<file path="src/logic/ets_pkg.sv">
// constants and types for the exercise and transfer sequencer
package ets_pkg;
   // register byte offsets
   localparam logic [7:0] ETS_CTRL_OFS = 8'h00;
   localparam logic [7:0] ETS_SCHED_OFS = 8'h04;
   localparam logic [7:0] ETS_TDLY_OFS = 8'h08;
   localparam logic [7:0] ETS_SUPV_OFS = 8'h0C;
   localparam logic [7:0] ETS_CLOCK_OFS = 8'h10;
   localparam logic [7:0] ETS_STAT_OFS = 8'h14;
   localparam logic [7:0] ETS_CLR_OFS = 8'h18;
   // ctrl field positions
   localparam int ETS_C_AUTO = 0;
   localparam int ETS_C_SCHED_EN = 1;
   localparam int ETS_C_MAINS_EN = 2;
   localparam int ETS_C_FB_EN = 3;
   localparam int ETS_C_SLEEP_REQ = 4;
   localparam int ETS_C_DST_EN = 5;
   // schedule field positions
   localparam int ETS_S_MIN = 0;
   localparam int ETS_S_HOUR = 8;
   localparam int ETS_S_DAY = 12;
   localparam int ETS_S_PM = 15;
   localparam int ETS_S_INTV = 16;
   localparam int ETS_S_DUR = 20;
   // reset values
   localparam logic [31:0] ETS_SCHED_RST = 32'h00F0_0C00;
   localparam logic [31:0] ETS_TDLY_RST = 32'h0005_0005;
   localparam logic [31:0] ETS_SUPV_RST = 32'h0005_0005;
   localparam logic [31:0] ETS_CLOCK_RST = 32'h0000_0000;
   // durations and display cadence
   localparam int ETS_DUR_MIN = 5;
   localparam int ETS_DUR_MAX = 15;
   localparam int ETS_CLK_HZ = 250_000_000;
   localparam int ETS_SHOW_SEC = 1;
   localparam int ETS_TOGGLE_SEC = 3;
   localparam logic [1:0] ETS_RESP_OKAY = 2'b00;
   localparam logic [1:0] ETS_RESP_SLVERR = 2'b10;
   typedef enum logic [2:0] {
      ETS_IV_WEEKLY, ETS_IV_BIMONTHLY, ETS_IV_MONTHLY, ETS_IV_QUARTERLY, ETS_IV_SEMIANNUAL
   } ets_intv_t;
   typedef enum {
      ETS_IDLE, ETS_START_DLY, ETS_RUN_WAIT, ETS_XFER_DLY, ETS_XFER_SUPV, ETS_ON_LOAD,
      ETS_RETX_DLY, ETS_RETX_SUPV, ETS_STOP_DLY
   } ets_state_t;
endpackage : ets_pkg

</file>
<file path="src/logic/ets_sequencer.sv">
// exercise scheduler and transfer-switch sequencer with axi4-lite registers
//
// Operation
// - exercise launches only in auto, clock set, program enabled
// - enabled scheduler blocks entry into sleep
// - one repeating program, no exceptions, rated speed with no load
// - start time: minute 0-59, hour 1-12, weekday, am/pm
// - repeat weekly, twice monthly, monthly, quarterly or semi-annually
// - run lasts 5 to 15 minutes, counted per run
// - exercise issues engine start at rated, load stays off
// - exercise indication shown 1 s out of every 3 s
// - clock/schedule writes refused while exercising, ctrl (enables, dst) excepted; flag raised
// - remote start ends exercise, zeroes timer, runs until remote start drops
// - transfer sequencing needs mains transfer enable and auto mode
// - transfer plus feedback enabled locks inputs 1 and 2 to feedback
// - input 1 is utility side, input 2 generator side
// - remote start: engine start after start delay, transfer delay on running
// - ready, enabled and delay done: assert transfer output
// - supervise utility-open/generator-closed; timeout is shutdown fault
// - remote start release starts re-transfer delay before output drops
// - supervise generator-open/utility-closed; timeout is warning
// - stop delay only after re-transfer confirmed, then engine stop
// - invalid feedback pair raises position-unknown warning
// - feedback disabled: sequence from output state alone, no supervision
//
// Added by the designer: the AXI4-Lite slave port and the address map.
`timescale 1ns/100ps
module ets_sequencer import ets_pkg::*; #(
   parameter int TICKS_PER_SEC = ETS_CLK_HZ
) (
   // clock and reset
   input wire logic aclk,
   input wire logic aresetn,
   // axi4-lite slave
   input wire logic [7:0] s_axi_awaddr,
   input wire logic s_axi_awvalid,
   output logic s_axi_awready,
   input wire logic [31:0] s_axi_wdata,
   input wire logic [3:0] s_axi_wstrb,
   input wire logic s_axi_wvalid,
   output logic s_axi_wready,
   output logic [1:0] s_axi_bresp,
   output logic s_axi_bvalid,
   input wire logic s_axi_bready,
   input wire logic [7:0] s_axi_araddr,
   input wire logic s_axi_arvalid,
   output logic s_axi_arready,
   output logic [31:0] s_axi_rdata,
   output logic [1:0] s_axi_rresp,
   output logic s_axi_rvalid,
   input wire logic s_axi_rready,
   // calendar and engine
   input wire logic [5:0] cal_minute,
   input wire logic [3:0] cal_hour,
   input wire logic [2:0] cal_weekday,
   input wire logic cal_pm,
   input wire logic [4:0] cal_mday,
   input wire logic [3:0] cal_month,
   input wire logic clock_not_set_fault,
   input wire logic engine_running,
   input wire logic engine_ready_to_load,
   // transfer switch
   input wire logic remote_start,
   input wire logic cfg_input1,
   input wire logic cfg_input2,
   // outputs
   output logic engine_start_cmd,
   output logic rated_no_load,
   output logic load_transfer_output,
   output logic exercise_active,
   output logic exercise_display,
   output logic sleep_allowed,
   output logic cfg_inputs_locked,
   output logic gen_fail_close_fault,
   output logic util_fail_close_warn,
   output logic switch_unknown_warn
);
   initial begin
      if (TICKS_PER_SEC < 4) $error("TICKS_PER_SEC too small");
   end

   localparam int SEC_W = $clog2(TICKS_PER_SEC);
   localparam logic [SEC_W-1:0] SEC_LAST = SEC_W'(TICKS_PER_SEC - 1);
   localparam logic [1:0] DISP_LAST = 2'(ETS_TOGGLE_SEC - 1);
   localparam logic [1:0] DISP_ON = 2'(ETS_SHOW_SEC);

   // registers
   logic [5:0] ctrl_reg, ctrl_next;
   logic [31:0] sched_reg, sched_next, tdly_reg, tdly_next, supv_reg, supv_next, clock_reg, clock_next;
   logic refused_reg, refused_next;
   // axi state
   logic aw_reg, aw_next, w_reg, w_next, bv_reg, bv_next, rv_reg, rv_next;
   logic [7:0] awa_reg, awa_next;
   logic [31:0] wd_reg, wd_next, rd_reg, rd_next;
   logic [3:0] ws_reg, ws_next;
   logic [1:0] br_reg, br_next, rr_reg, rr_next;
   // sequencer
   ets_state_t st_reg, st_next;
   logic [SEC_W-1:0] tick_reg, tick_next;
   logic [15:0] tmr_reg, tmr_next;
   logic exer_reg, exer_next;
   logic [3:0] dur_reg, dur_next;
   logic [5:0] exsec_reg, exsec_next;
   logic [1:0] disp_reg, disp_next;
   logic fired_reg, fired_next;
   logic [3:0] mcnt_reg, mcnt_next;
   logic [1:0] oq_reg, oq_next;
   logic start_reg, start_next, xfer_reg, xfer_next, rnl_reg, rnl_next, sleep_reg, sleep_next;
   logic lock_reg, lock_next, gfc_reg, gfc_next, ufc_reg, ufc_next, unk_reg, unk_next, show_reg, show_next;

   logic sec_pulse, launch, seq_en, fb_en, match, due, util_closed, gen_closed;
   logic [3:0] dur_cfg;
   logic [31:0] wmask, rdata;

   // one-second time base; seconds are counted in exsec_reg and minutes in dur_reg during exercise
   always_comb begin
      sec_pulse = (tick_reg == SEC_LAST);
      // restart the second at launch so the first display second is whole
      tick_next = (sec_pulse || launch) ? '0 : tick_reg + 1'b1;
   end

   // axi4-lite slave and register file
   always_comb begin
      wmask = {{8{ws_reg[3]}}, {8{ws_reg[2]}}, {8{ws_reg[1]}}, {8{ws_reg[0]}}};
      aw_next = aw_reg;
      w_next = w_reg;
      bv_next = bv_reg;
      br_next = br_reg;
      awa_next = awa_reg;
      wd_next = wd_reg;
      ws_next = ws_reg;
      rv_next = rv_reg;
      rr_next = rr_reg;
      rd_next = rd_reg;
      ctrl_next = ctrl_reg;
      sched_next = sched_reg;
      tdly_next = tdly_reg;
      supv_next = supv_reg;
      clock_next = clock_reg;
      refused_next = refused_reg;
      if (s_axi_awvalid && !aw_reg && !bv_reg) begin
         aw_next = 1'b1;
         awa_next = s_axi_awaddr;
      end
      if (s_axi_wvalid && !w_reg && !bv_reg) begin
         w_next = 1'b1;
         wd_next = s_axi_wdata;
         ws_next = s_axi_wstrb;
      end
      if (aw_reg && w_reg) begin
         aw_next = 1'b0;
         w_next = 1'b0;
         bv_next = 1'b1;
         br_next = ETS_RESP_OKAY;
         case (awa_reg)
            ETS_CTRL_OFS: ctrl_next = 6'((ctrl_reg & ~wmask[5:0]) | (wd_reg[5:0] & wmask[5:0]));
            ETS_SCHED_OFS, ETS_CLOCK_OFS: begin
               if (exer_reg) begin
                  refused_next = 1'b1;
                  br_next = ETS_RESP_SLVERR;
               end else if (awa_reg == ETS_SCHED_OFS) begin
                  sched_next = (sched_reg & ~wmask) | (wd_reg & wmask);
               end else begin
                  clock_next = (clock_reg & ~wmask) | (wd_reg & wmask);
               end
            end
            ETS_TDLY_OFS: tdly_next = (tdly_reg & ~wmask) | (wd_reg & wmask);
            ETS_SUPV_OFS: supv_next = (supv_reg & ~wmask) | (wd_reg & wmask);
            ETS_CLR_OFS: if (wd_reg[0] && wmask[0]) refused_next = 1'b0;
            ETS_STAT_OFS: br_next = ETS_RESP_OKAY;
            default: br_next = ETS_RESP_SLVERR;
         endcase
      end
      if (bv_reg && s_axi_bready) bv_next = 1'b0;
      case (s_axi_araddr)
         ETS_CTRL_OFS: rdata = {26'h0, ctrl_reg};
         ETS_SCHED_OFS: rdata = sched_reg;
         ETS_TDLY_OFS: rdata = tdly_reg;
         ETS_SUPV_OFS: rdata = supv_reg;
         ETS_CLOCK_OFS: rdata = clock_reg;
         ETS_STAT_OFS: rdata = {16'h0, 4'(st_reg), dur_reg, unk_reg, ufc_reg, gfc_reg, refused_reg,
                                xfer_reg, start_reg, lock_reg, exer_reg};
         default: rdata = 32'h0000_0000;
      endcase
      if (s_axi_arvalid && !rv_reg) begin
         rv_next = 1'b1;
         rd_next = rdata;
         rr_next = (s_axi_araddr inside {ETS_CTRL_OFS, ETS_SCHED_OFS, ETS_TDLY_OFS, ETS_SUPV_OFS,
                    ETS_CLOCK_OFS, ETS_STAT_OFS}) ? ETS_RESP_OKAY : ETS_RESP_SLVERR;
      end else if (rv_reg && s_axi_rready) begin
         rv_next = 1'b0;
      end
   end

   // exercise scheduler and transfer sequencing
   always_comb begin
      seq_en = ctrl_reg[ETS_C_MAINS_EN] && ctrl_reg[ETS_C_AUTO];
      fb_en = seq_en && ctrl_reg[ETS_C_FB_EN];
      util_closed = cfg_input1 && !cfg_input2;
      gen_closed = !cfg_input1 && cfg_input2;
      dur_cfg = sched_reg[ETS_S_DUR +: 4];
      if (dur_cfg < 4'(ETS_DUR_MIN)) dur_cfg = 4'(ETS_DUR_MIN);
      if (dur_cfg > 4'(ETS_DUR_MAX)) dur_cfg = 4'(ETS_DUR_MAX);
      match = (cal_minute == sched_reg[ETS_S_MIN +: 6]) && (cal_hour == sched_reg[ETS_S_HOUR +: 4]) &&
              (cal_weekday == sched_reg[ETS_S_DAY +: 3]) && (cal_pm == sched_reg[ETS_S_PM]);
      // repeat interval gates which weekday matches run; counts months since last run
      case (ets_intv_t'(sched_reg[ETS_S_INTV +: 3]))
         ETS_IV_WEEKLY: due = 1'b1;
         ETS_IV_BIMONTHLY: due = (cal_mday <= 5'd7) || (cal_mday >= 5'd15 && cal_mday <= 5'd21);
         ETS_IV_MONTHLY: due = (cal_mday <= 5'd7);
         ETS_IV_QUARTERLY: due = (cal_mday <= 5'd7) && (mcnt_reg >= 4'd3);
         ETS_IV_SEMIANNUAL: due = (cal_mday <= 5'd7) && (mcnt_reg >= 4'd6);
         default: due = 1'b0;
      endcase
      st_next = st_reg;
      tmr_next = (tmr_reg != 16'h0000 && sec_pulse) ? tmr_reg - 16'h0001 : tmr_reg;
      exer_next = exer_reg;
      dur_next = dur_reg;
      exsec_next = exsec_reg;
      fired_next = match ? fired_reg : 1'b0;
      oq_next = oq_reg;
      mcnt_next = mcnt_reg;
      if (oq_reg != cal_month[1:0] && mcnt_reg != 4'hF) mcnt_next = mcnt_reg + 4'd1;
      oq_next = cal_month[1:0];
      gfc_next = gfc_reg;
      ufc_next = ufc_reg;
      // one program only: launch once per calendar minute match
      launch = !exer_reg && match && due && !fired_reg && ctrl_reg[ETS_C_AUTO] && !clock_not_set_fault &&
               ctrl_reg[ETS_C_SCHED_EN] && !remote_start;
      if (launch) begin
         exer_next = 1'b1;
         fired_next = 1'b1;
         dur_next = 4'h0;
         exsec_next = 6'd0;
         mcnt_next = 4'h0;
      end else if (exer_reg) begin
         if (sec_pulse) exsec_next = (exsec_reg == 6'd59) ? 6'd0 : exsec_reg + 6'd1;
         if (sec_pulse && exsec_reg == 6'd59) dur_next = dur_reg + 4'd1;
         if (remote_start || !ctrl_reg[ETS_C_AUTO] || !ctrl_reg[ETS_C_SCHED_EN]) begin
            exer_next = 1'b0;
            dur_next = 4'h0;
         end else if (dur_reg >= dur_cfg) begin
            exer_next = 1'b0;
            dur_next = 4'h0;
         end
      end
      disp_next = (exer_reg && sec_pulse) ? ((disp_reg == DISP_LAST) ? 2'd0 : disp_reg + 2'd1) :
                  (exer_reg ? disp_reg : 2'd0);
      case (st_reg)
         ETS_IDLE: if (remote_start && ctrl_reg[ETS_C_AUTO]) begin
            st_next = ETS_START_DLY;
            tmr_next = {8'h00, tdly_reg[31:24]};
         end
         ETS_START_DLY: if (!remote_start) st_next = ETS_IDLE;
            else if (tmr_reg == 16'h0000) st_next = ETS_RUN_WAIT;
         ETS_RUN_WAIT: if (!remote_start) begin
            st_next = ETS_STOP_DLY;
            tmr_next = {8'h00, tdly_reg[23:16]};
         end else if (engine_running && seq_en) begin
            st_next = ETS_XFER_DLY;
            tmr_next = {8'h00, tdly_reg[7:0]};
         end
         ETS_XFER_DLY: if (!remote_start) begin
            st_next = ETS_STOP_DLY;
            tmr_next = {8'h00, tdly_reg[23:16]};
         end else if (tmr_reg == 16'h0000 && engine_ready_to_load && seq_en) begin
            st_next = fb_en ? ETS_XFER_SUPV : ETS_ON_LOAD;
            tmr_next = supv_reg[15:0];
         end
         ETS_XFER_SUPV: if (gen_closed) st_next = ETS_ON_LOAD;
            else if (tmr_reg == 16'h0000) begin
               gfc_next = 1'b1;
               st_next = ETS_IDLE;
            end
         ETS_ON_LOAD: if (!remote_start) begin
            st_next = ETS_RETX_DLY;
            tmr_next = {8'h00, tdly_reg[15:8]};
         end
         ETS_RETX_DLY: if (remote_start) st_next = ETS_ON_LOAD;
            else if (tmr_reg == 16'h0000) begin
               st_next = fb_en ? ETS_RETX_SUPV : ETS_STOP_DLY;
               tmr_next = fb_en ? supv_reg[31:16] : {8'h00, tdly_reg[23:16]};
            end
         ETS_RETX_SUPV: if (util_closed) begin
            st_next = ETS_STOP_DLY;
            tmr_next = {8'h00, tdly_reg[23:16]};
         end else if (tmr_reg == 16'h0000 && !ufc_reg) begin
            ufc_next = 1'b1;
         end
         ETS_STOP_DLY: if (remote_start) st_next = ETS_START_DLY;
            else if (tmr_reg == 16'h0000) st_next = ETS_IDLE;
         default: st_next = ETS_IDLE;
      endcase
      // faults latch until mains transfer or auto mode is disabled
      if (!seq_en) begin
         gfc_next = 1'b0;
         ufc_next = 1'b0;
      end
      start_next = exer_next || !(st_next inside {ETS_IDLE, ETS_START_DLY}) ||
                   (st_next == ETS_START_DLY && start_reg);
      rnl_next = exer_next;
      show_next = exer_next && (disp_next < DISP_ON);
      xfer_next = (st_next inside {ETS_ON_LOAD, ETS_XFER_SUPV, ETS_RETX_DLY}) && seq_en;
      sleep_next = ctrl_reg[ETS_C_SLEEP_REQ] && !ctrl_reg[ETS_C_SCHED_EN];
      lock_next = fb_en;
      unk_next = fb_en && (cfg_input1 == cfg_input2);
   end

   always_ff @(posedge aclk) begin
      if (!aresetn) begin
         {aw_reg, w_reg, bv_reg, rv_reg, refused_reg, exer_reg, fired_reg} <= 7'h00;
         {br_reg, rr_reg} <= {ETS_RESP_OKAY, ETS_RESP_OKAY};
         {awa_reg, ws_reg, ctrl_reg, disp_reg, oq_reg} <= 22'h0;
         {wd_reg, rd_reg} <= 64'h0;
         sched_reg <= ETS_SCHED_RST;
         tdly_reg <= ETS_TDLY_RST;
         supv_reg <= ETS_SUPV_RST;
         clock_reg <= ETS_CLOCK_RST;
         tick_reg <= '0;
         st_reg <= ETS_IDLE;
         {tmr_reg, dur_reg, exsec_reg} <= 26'h0;
         mcnt_reg <= 4'hF;
         {start_reg, xfer_reg, rnl_reg, sleep_reg, lock_reg, gfc_reg, ufc_reg, unk_reg, show_reg} <= 9'h000;
      end else begin
         {aw_reg, w_reg, bv_reg, rv_reg, refused_reg, exer_reg, fired_reg} <=
            {aw_next, w_next, bv_next, rv_next, refused_next, exer_next, fired_next};
         {br_reg, rr_reg, awa_reg, ws_reg, ctrl_reg, disp_reg, oq_reg} <=
            {br_next, rr_next, awa_next, ws_next, ctrl_next, disp_next, oq_next};
         {wd_reg, rd_reg, sched_reg, tdly_reg, supv_reg, clock_reg} <=
            {wd_next, rd_next, sched_next, tdly_next, supv_next, clock_next};
         {tick_reg, tmr_reg, dur_reg, exsec_reg, mcnt_reg} <= {tick_next, tmr_next, dur_next, exsec_next, mcnt_next};
         st_reg <= st_next;
         {start_reg, xfer_reg, rnl_reg, sleep_reg, lock_reg, gfc_reg, ufc_reg, unk_reg, show_reg} <=
            {start_next, xfer_next, rnl_next, sleep_next, lock_next, gfc_next, ufc_next, unk_next, show_next};
      end
   end

   assign s_axi_awready = !aw_reg && !bv_reg;
   assign s_axi_wready = !w_reg && !bv_reg;
   assign s_axi_bvalid = bv_reg;
   assign s_axi_bresp = br_reg;
   assign s_axi_arready = !rv_reg;
   assign s_axi_rvalid = rv_reg;
   assign s_axi_rdata = rd_reg;
   assign s_axi_rresp = rr_reg;
   assign engine_start_cmd = start_reg;
   assign rated_no_load = rnl_reg;
   assign load_transfer_output = xfer_reg;
   assign exercise_active = exer_reg;
   assign exercise_display = show_reg;
   assign sleep_allowed = sleep_reg;
   assign cfg_inputs_locked = lock_reg;
   assign gen_fail_close_fault = gfc_reg;
   assign util_fail_close_warn = ufc_reg;
   assign switch_unknown_warn = unk_reg;
endmodule : ets_sequencer

</file>
<file path="config.mk">
export PLATFORM = sky130hd
export DESIGN_NAME = ets_sequencer
export DESIGN_NICKNAME = d
export VERILOG_FILES = /design/src/logic/ets_pkg.sv /design/src/logic/ets_sequencer.sv
export SDC_FILE = /design/constraint.sdc
export NUM_CORES = 1
export LEC_CHECK = 0
export BUFFER_PORTS_ARGS = -buffer_cell sky130_fd_sc_hd__buf_2
export CAP_MARGIN = 20
export CORE_ASPECT_RATIO = 1.4
export CORE_MARGIN = 2
export CORE_UTILIZATION = 50
export DETAILED_ROUTE_END_ITERATION = 10
export HOLD_SLACK_MARGIN = 0.06
export PLACE_DENSITY = 0.66
export SYNTH_ARGS = -nofsm -noshare
export SYNTH_HDL_FRONTEND = slang
export SYNTH_SLANG_ARGS = --single-unit
export TNS_END_PERCENT = 5
</file>
<file path="constraint.sdc">
create_clock -name aclk -period 7.65 [get_ports aclk]
set_clock_uncertainty 0.05 [all_clocks]
set_input_delay 1.53 -clock aclk [delete_from_list [all_inputs] [get_ports aclk]]
set_output_delay 1.53 -clock aclk [all_outputs]
set_load 0.05 [all_outputs]
</file>
### Yosys cells after proc, flatten, opt, wreduce, memory -nomap -nowiden

Index checks and enable logic that the tools add are counted.

| cells by class | value |
|---|---|
| $add $sub $neg | 6 |
| $mul | 0 |
| divide/modulo/power cells | 0 |
| magnitude comparators | 9 |
| eq/ne operators | 41 |
| shifts and indexed selects | 0 |
| muxes and demuxes | 56 |
| bitwise operators | 19 |
| reduce and logical (&&, ||, !) cells | 93 |

Operators by type and width:

| cell | number |
|---|---|
| two-way mux 32 bit | 14 |
| one-hot mux 32 bit (9 select lines) | 1 |
| equality test 32 x 3 -> 1 bit (second input constant) | 7 |
| one-hot mux 32 bit (6 select lines) | 1 |
| two-way mux 16 bit | 11 |
| AND 32 bit | 5 |
| bitwise OR 32 bit | 4 |
| equality test 32 x 2 -> 1 bit (second input constant) | 3 |
| one-hot mux 16 bit (6 select lines) | 1 |
| equality test 32 x 1 -> 1 bit (second input constant) | 2 |
| zero test 32 bit | 2 |
| logical AND 1 bit | 42 |
| equality test 8 x 5 -> 1 bit (second input constant) | 5 |
| equality test 32 x 4 -> 1 bit (second input constant) | 1 |
| equality test 8 x 4 -> 1 bit (second input constant) | 4 |
| two-way mux 4 bit | 8 |
| NOT 32 bit | 1 |
| adder 28 x 1 -> 28 bit (second input constant) | 1 |
| equality test 28 bit (second input constant) | 1 |
| equality test 8 x 3 -> 1 bit (second input constant) | 2 |
| zero test 16 bit | 1 |
| zero test 8 bit | 2 |
| nonzero test 16 bit | 1 |
| subtractor 16 x 1 -> 16 bit (second input constant) | 1 |
| 45 further kinds | 103 |

| storage, ports and cells | value |
|---|---|
| flip-flop bits (word level) | 323 |
| bits in latches | 0 |
| bits in writable memories | 0 |
| ROM bits | 0 |
| input bits | 88 |
| output and inout port bits | 51 |
| logic and storage cells | 258 |
| memories | 0 |

### Logic depth before layout (Yosys ltp)

| depth | value |
|---|---|
| depth after elaboration | 14 |
| mapped depth | 10 |

### Least setup slack after synthesis

OpenSTA, ideal clock, no wires.

| path | value |
|---|---|
| kind | input to register |
| start | input port s_axi_araddr[2] |
| end | register rd_reg[19] (netlist: s_axi_rdata[19]) |
| library setup time | 128 ps |
| data arrival time | 3348 ps |
| data required time | 7472 ps |
| path slack | 4125 ps |
| cell stages on the path | 8 |
| path through | clkbuf_1 -> buf_1 -> clkbuf_1 -> mux2_2 -> a22oi_1 -> a21oi_1 -> a21oi_1 -> nor2_1 |

| on the way | value |
|---|---|
| longest elaborated chain between the ends | 2 |
| elaborated cells between the ends (all ways) | 7 |
| those cells by class | eq/ne: 5; mux: 1; reduce/logical: 1 |

Ends and longest elaborated chain:

| item | RTL line | RTL |
|---|---|---|
| start: declaration | ets_sequencer.sv:45 | `input wire logic [7:0] s_axi_araddr,` |
| equality test 8 x 5 -> 1 bit (tied with other cells) | ets_sequencer.sv:175 | `case (s_axi_araddr)` |
| one-hot mux 32 bit (6 select lines) (*) | ets_sequencer.sv:175 |  |
| end signal: assignment | ets_sequencer.sv:329 | `{wd_reg, rd_reg, sched_reg, tdly_reg, supv_reg, clock_reg} <=` |
| end: declaration | ets_sequencer.sv:94 | `logic [31:0] wd_reg, wd_next, rd_reg, rd_next;` |

Every way passes the cells marked *; elsewhere a longest branch is shown, timed or not.
A chain may end at the register's enable or synchronous reset.

### Final worst setup path

| path | value |
|---|---|
| start | input port s_axi_araddr[2] |
| end | register rd_reg[31] (netlist: s_axi_rdata[31]) |

The elaborated chain is that of the path after synthesis.

==> results.toml <==
[worst_setup_path]
arrival_ns = 4.59
cp_top_family = "simple AND/OR/NAND/NOR gates"
crit_type = "primary input to flop"
slowest_stage = "nor2b_1"
crit_path_end_kind = "flop"
worstPathCellList = "buf_2 -> nor2b_1 -> and2_1 -> a22oi_1 -> a21oi_1 -> a21oi_1 -> nor2_1"
r2r-start = "st_reg[29]"
cp_max_fo = 36
startpoint = "s_axi_araddr[2]"
crit_path_max_incr_delay_ns = 0.87
cp_common_cell = "a21oi_1"
required_ns = 8.10
worstSetupStartpointType = "primary input"
path_buf_inv = 1

[clocking]
cts_buffers = 31
cts.path.max_buffers = 3
htree_levels = 1
path_clk_slew_ns = 0.06
hold_buffers = 0
insertion_delay_ns = 0.57
clock_sinks = 321
cts_tree = "done"
cts_setup_buffers = 0
cts-resized-gates = 0
cts-root-buf = "clkbuf_16"

[cells_and_area]
area.sequential_um2 = 6430
stdcell_count = 2322
fin_util = 0.574
drive_gt1_frac = 0.136
area_delta_synth_final_pct = 13.7
multi_input_area_um2 = 7810
nFillCells = 2745
diodes = 0
nets = 2019

[global_route]
grt.busiest_layer = "met2"
overflow = 0
grtUsageMet2 = 0.530
use_met3 = 0.0391
use_met1 = 0.349
first_global_vias = 12907
grt_pass1_wl_um = 72000
grt_max_degree = 115
track_usage = 0.301
grt_antenna_before_repair = 0

[synth]
synth_area_leaders = "dfxtp_1, nand2_1, a21oi_1, nand3_1, nor2_1"
yosys_most_used_dff = "dfxtp_1"
avgSynthCellArea_um2 = 8.02
netlist.area_leader.share = 0.438
yosysSeqAreaShare = 0.438
synth_top_cell_by_area = "dfxtp_1"
synth-seq-cells = 321
synth-edff-count = 0
synth_area_um2 = 14700
yosysUniqueCellTypes = 80
synthCells = 1832
synth_warnings = 0
async_flop_share = 0

[route]
ant_nets = 0
firstDrtPassIters = 6
num_vias = 13871
wire_per_inst_um = 20.1
drcViolationCount = 0
drtIter0Drc = 1116
drt_wl_total_um = 46800
routed_via_density = 5.97

[pwr]
total_power_mw = 3.61
power_density_nw_per_um2 = 216
peakVddDrop_mv = 0.185
leakagePower_nw = 6.08

[place]
globalplace.congestion = 0.970
dpl.cell_count = 2266
io_buffers = 134
dp_hpwl_um = 34300

[die]
fp.dieW_um = 149
core.rowCount = 74
core_area_um2 = 29100
io_pins = 139
die_y_um = 207
dieArea_um2 = 30800
initial_core_util = 0.505

[timing]
hold_slack_ns = 0.399
tns_ns = 0
hold_violations = 0
maxSlewViolCount = 0
setup-violations-final = 0
period_needed_ns = 4.14
rsz0062_at_grt = "false"
period_share = 0.541
maxClockFrequency_mhz = 242
max-slew-margin-rel = 0.206
worst_pin_slew_ns = 1.18

[worst_hold_path]
min_from = "awa_reg[5]"
hold_class = "flop to flop"

[outcome]
status = "finished clean"

[flow_run]
max_cap_viol_count = 0
[cells in the mapped netlist (4+ instances only)]
cell type,instances
a211oi_1,6
a21o_1,11
a21oi_1,236
a221oi_1,9
a222oi_1,10
a22o_1,6
a22oi_1,37
a311oi_1,7
a31oi_1,17
a41oi_1,4
and2_1,21
and3_1,13
buf_1,4
clkbuf_1,118
dfxtp_1,321
ha_1,12
inv_1,23
mux2_2,25
mux2i_1,11
mux4_2,6
nand2_1,342
nand2b_1,8
nand3_1,173
nand3b_1,6
nand4_1,20
nor2_1,134
nor2b_1,7
nor3_1,17
nor3b_1,4
nor4_1,15
nor4_2,6
o211ai_1,11
o21ai_0,37
o31ai_1,4
or2_2,4
or3_1,14
or4_1,7
xnor2_1,28
xor2_1,30
[routing by layer]
metal,wire (µm),vias up,part of all wire
li1,-,6634,-
met1,17600,6558,0.38
met2,23500,538,0.50
met3,2730,141,0.058
met4,2970,0,0.064
met5,0,-,0
[layout make-up]
type                    count  area share
clock inverters            15      0.0123
multi-input cells        1388       0.467
flip-flops and latches    321       0.385
well taps                 380      0.0285
inverters                  25     0.00592
clock buffers              41      0.0529
repair buffers            152      0.0482
[per-stage QoR]
step / worst slack (ns) / cell area (µm²)
2_1_floorplan: 4.12 / 14800
3_3_place_gp: 2.99 / 15600
3_5_place_dp: 2.94 / 15600
4_1_cts: 3.52 / 16700
5_1_grt: 3.34 / 16700
6_report: 3.51 / 16700
[where the power goes]
group	switching [mW]	internal [mW]
Sequential	0.0424	1.71
Combinational	0.160	0.0795
Clock	0.646	0.975
Total	0.848	2.76
[worst register-to-register path, delay by kind of cell (launching register included)]
family           cells  cell delay [ns]
AND/OR/NAND/NOR      6             2.88
flip-flops           1             0.29
AO/OA/AOI/OAI        1             0.24
[cells in the final DEF (no fill, tap or decap), types with 7 or more instances in the layout]
cell type	count
nor3_1	16
inv_1	23
a311oi_1	7
and3_1	13
nor4_1	15
nand4_1	20
a221oi_1	9
a21oi_1	236
a21o_1	11
buf_4	18
clkbuf_16	31
or4_1	7
nand3_1	173
o21ai_0	37
mux2_2	25
ha_1	12
xnor2_1	28
nand2_1	342
nand2b_1	8
conb_1	30
or3_1	14
buf_2	134
nor2_1	134
and2_1	21
o211ai_1	11
xor2_1	30
nor2b_1	7
clkinv_2	8
a22oi_1	37
a222oi_1	10
mux2i_1	11
dfxtp_1	321
a31oi_1	17
clkbuf_8	7
[cell families (layout without fill, tap and decap cells)]
kind of cell / Yosys count / in the layout / synth area share
AND/OR/NAND/NOR: 816 / 816 / 0.262
other: 1 / 30 / 0.000255
adder cells (fa/ha/maj): 12 / 12 / 0.0102
XOR/XNOR: 58 / 58 / 0.0346
multiplexers: 42 / 42 / 0.0359
buffers and inverters: 152 / 233 / 0.0398
flip-flops: 321 / 321 / 0.438
AO/OA/AOI/OAI: 430 / 430 / 0.180
[path summary, 6_finish.rpt]
check	slack, ns	to	depth (start not counted)
hold reg to reg	0.40	awa_reg[5]	2
setup / recovery	3.51	s_axi_rdata[31]	7
setup reg to reg	4.11	tmr_reg[1]	7
hold / removal	0.40	awa_reg[5]	2
Note: power is estimated with default switching activity, not from simulation.
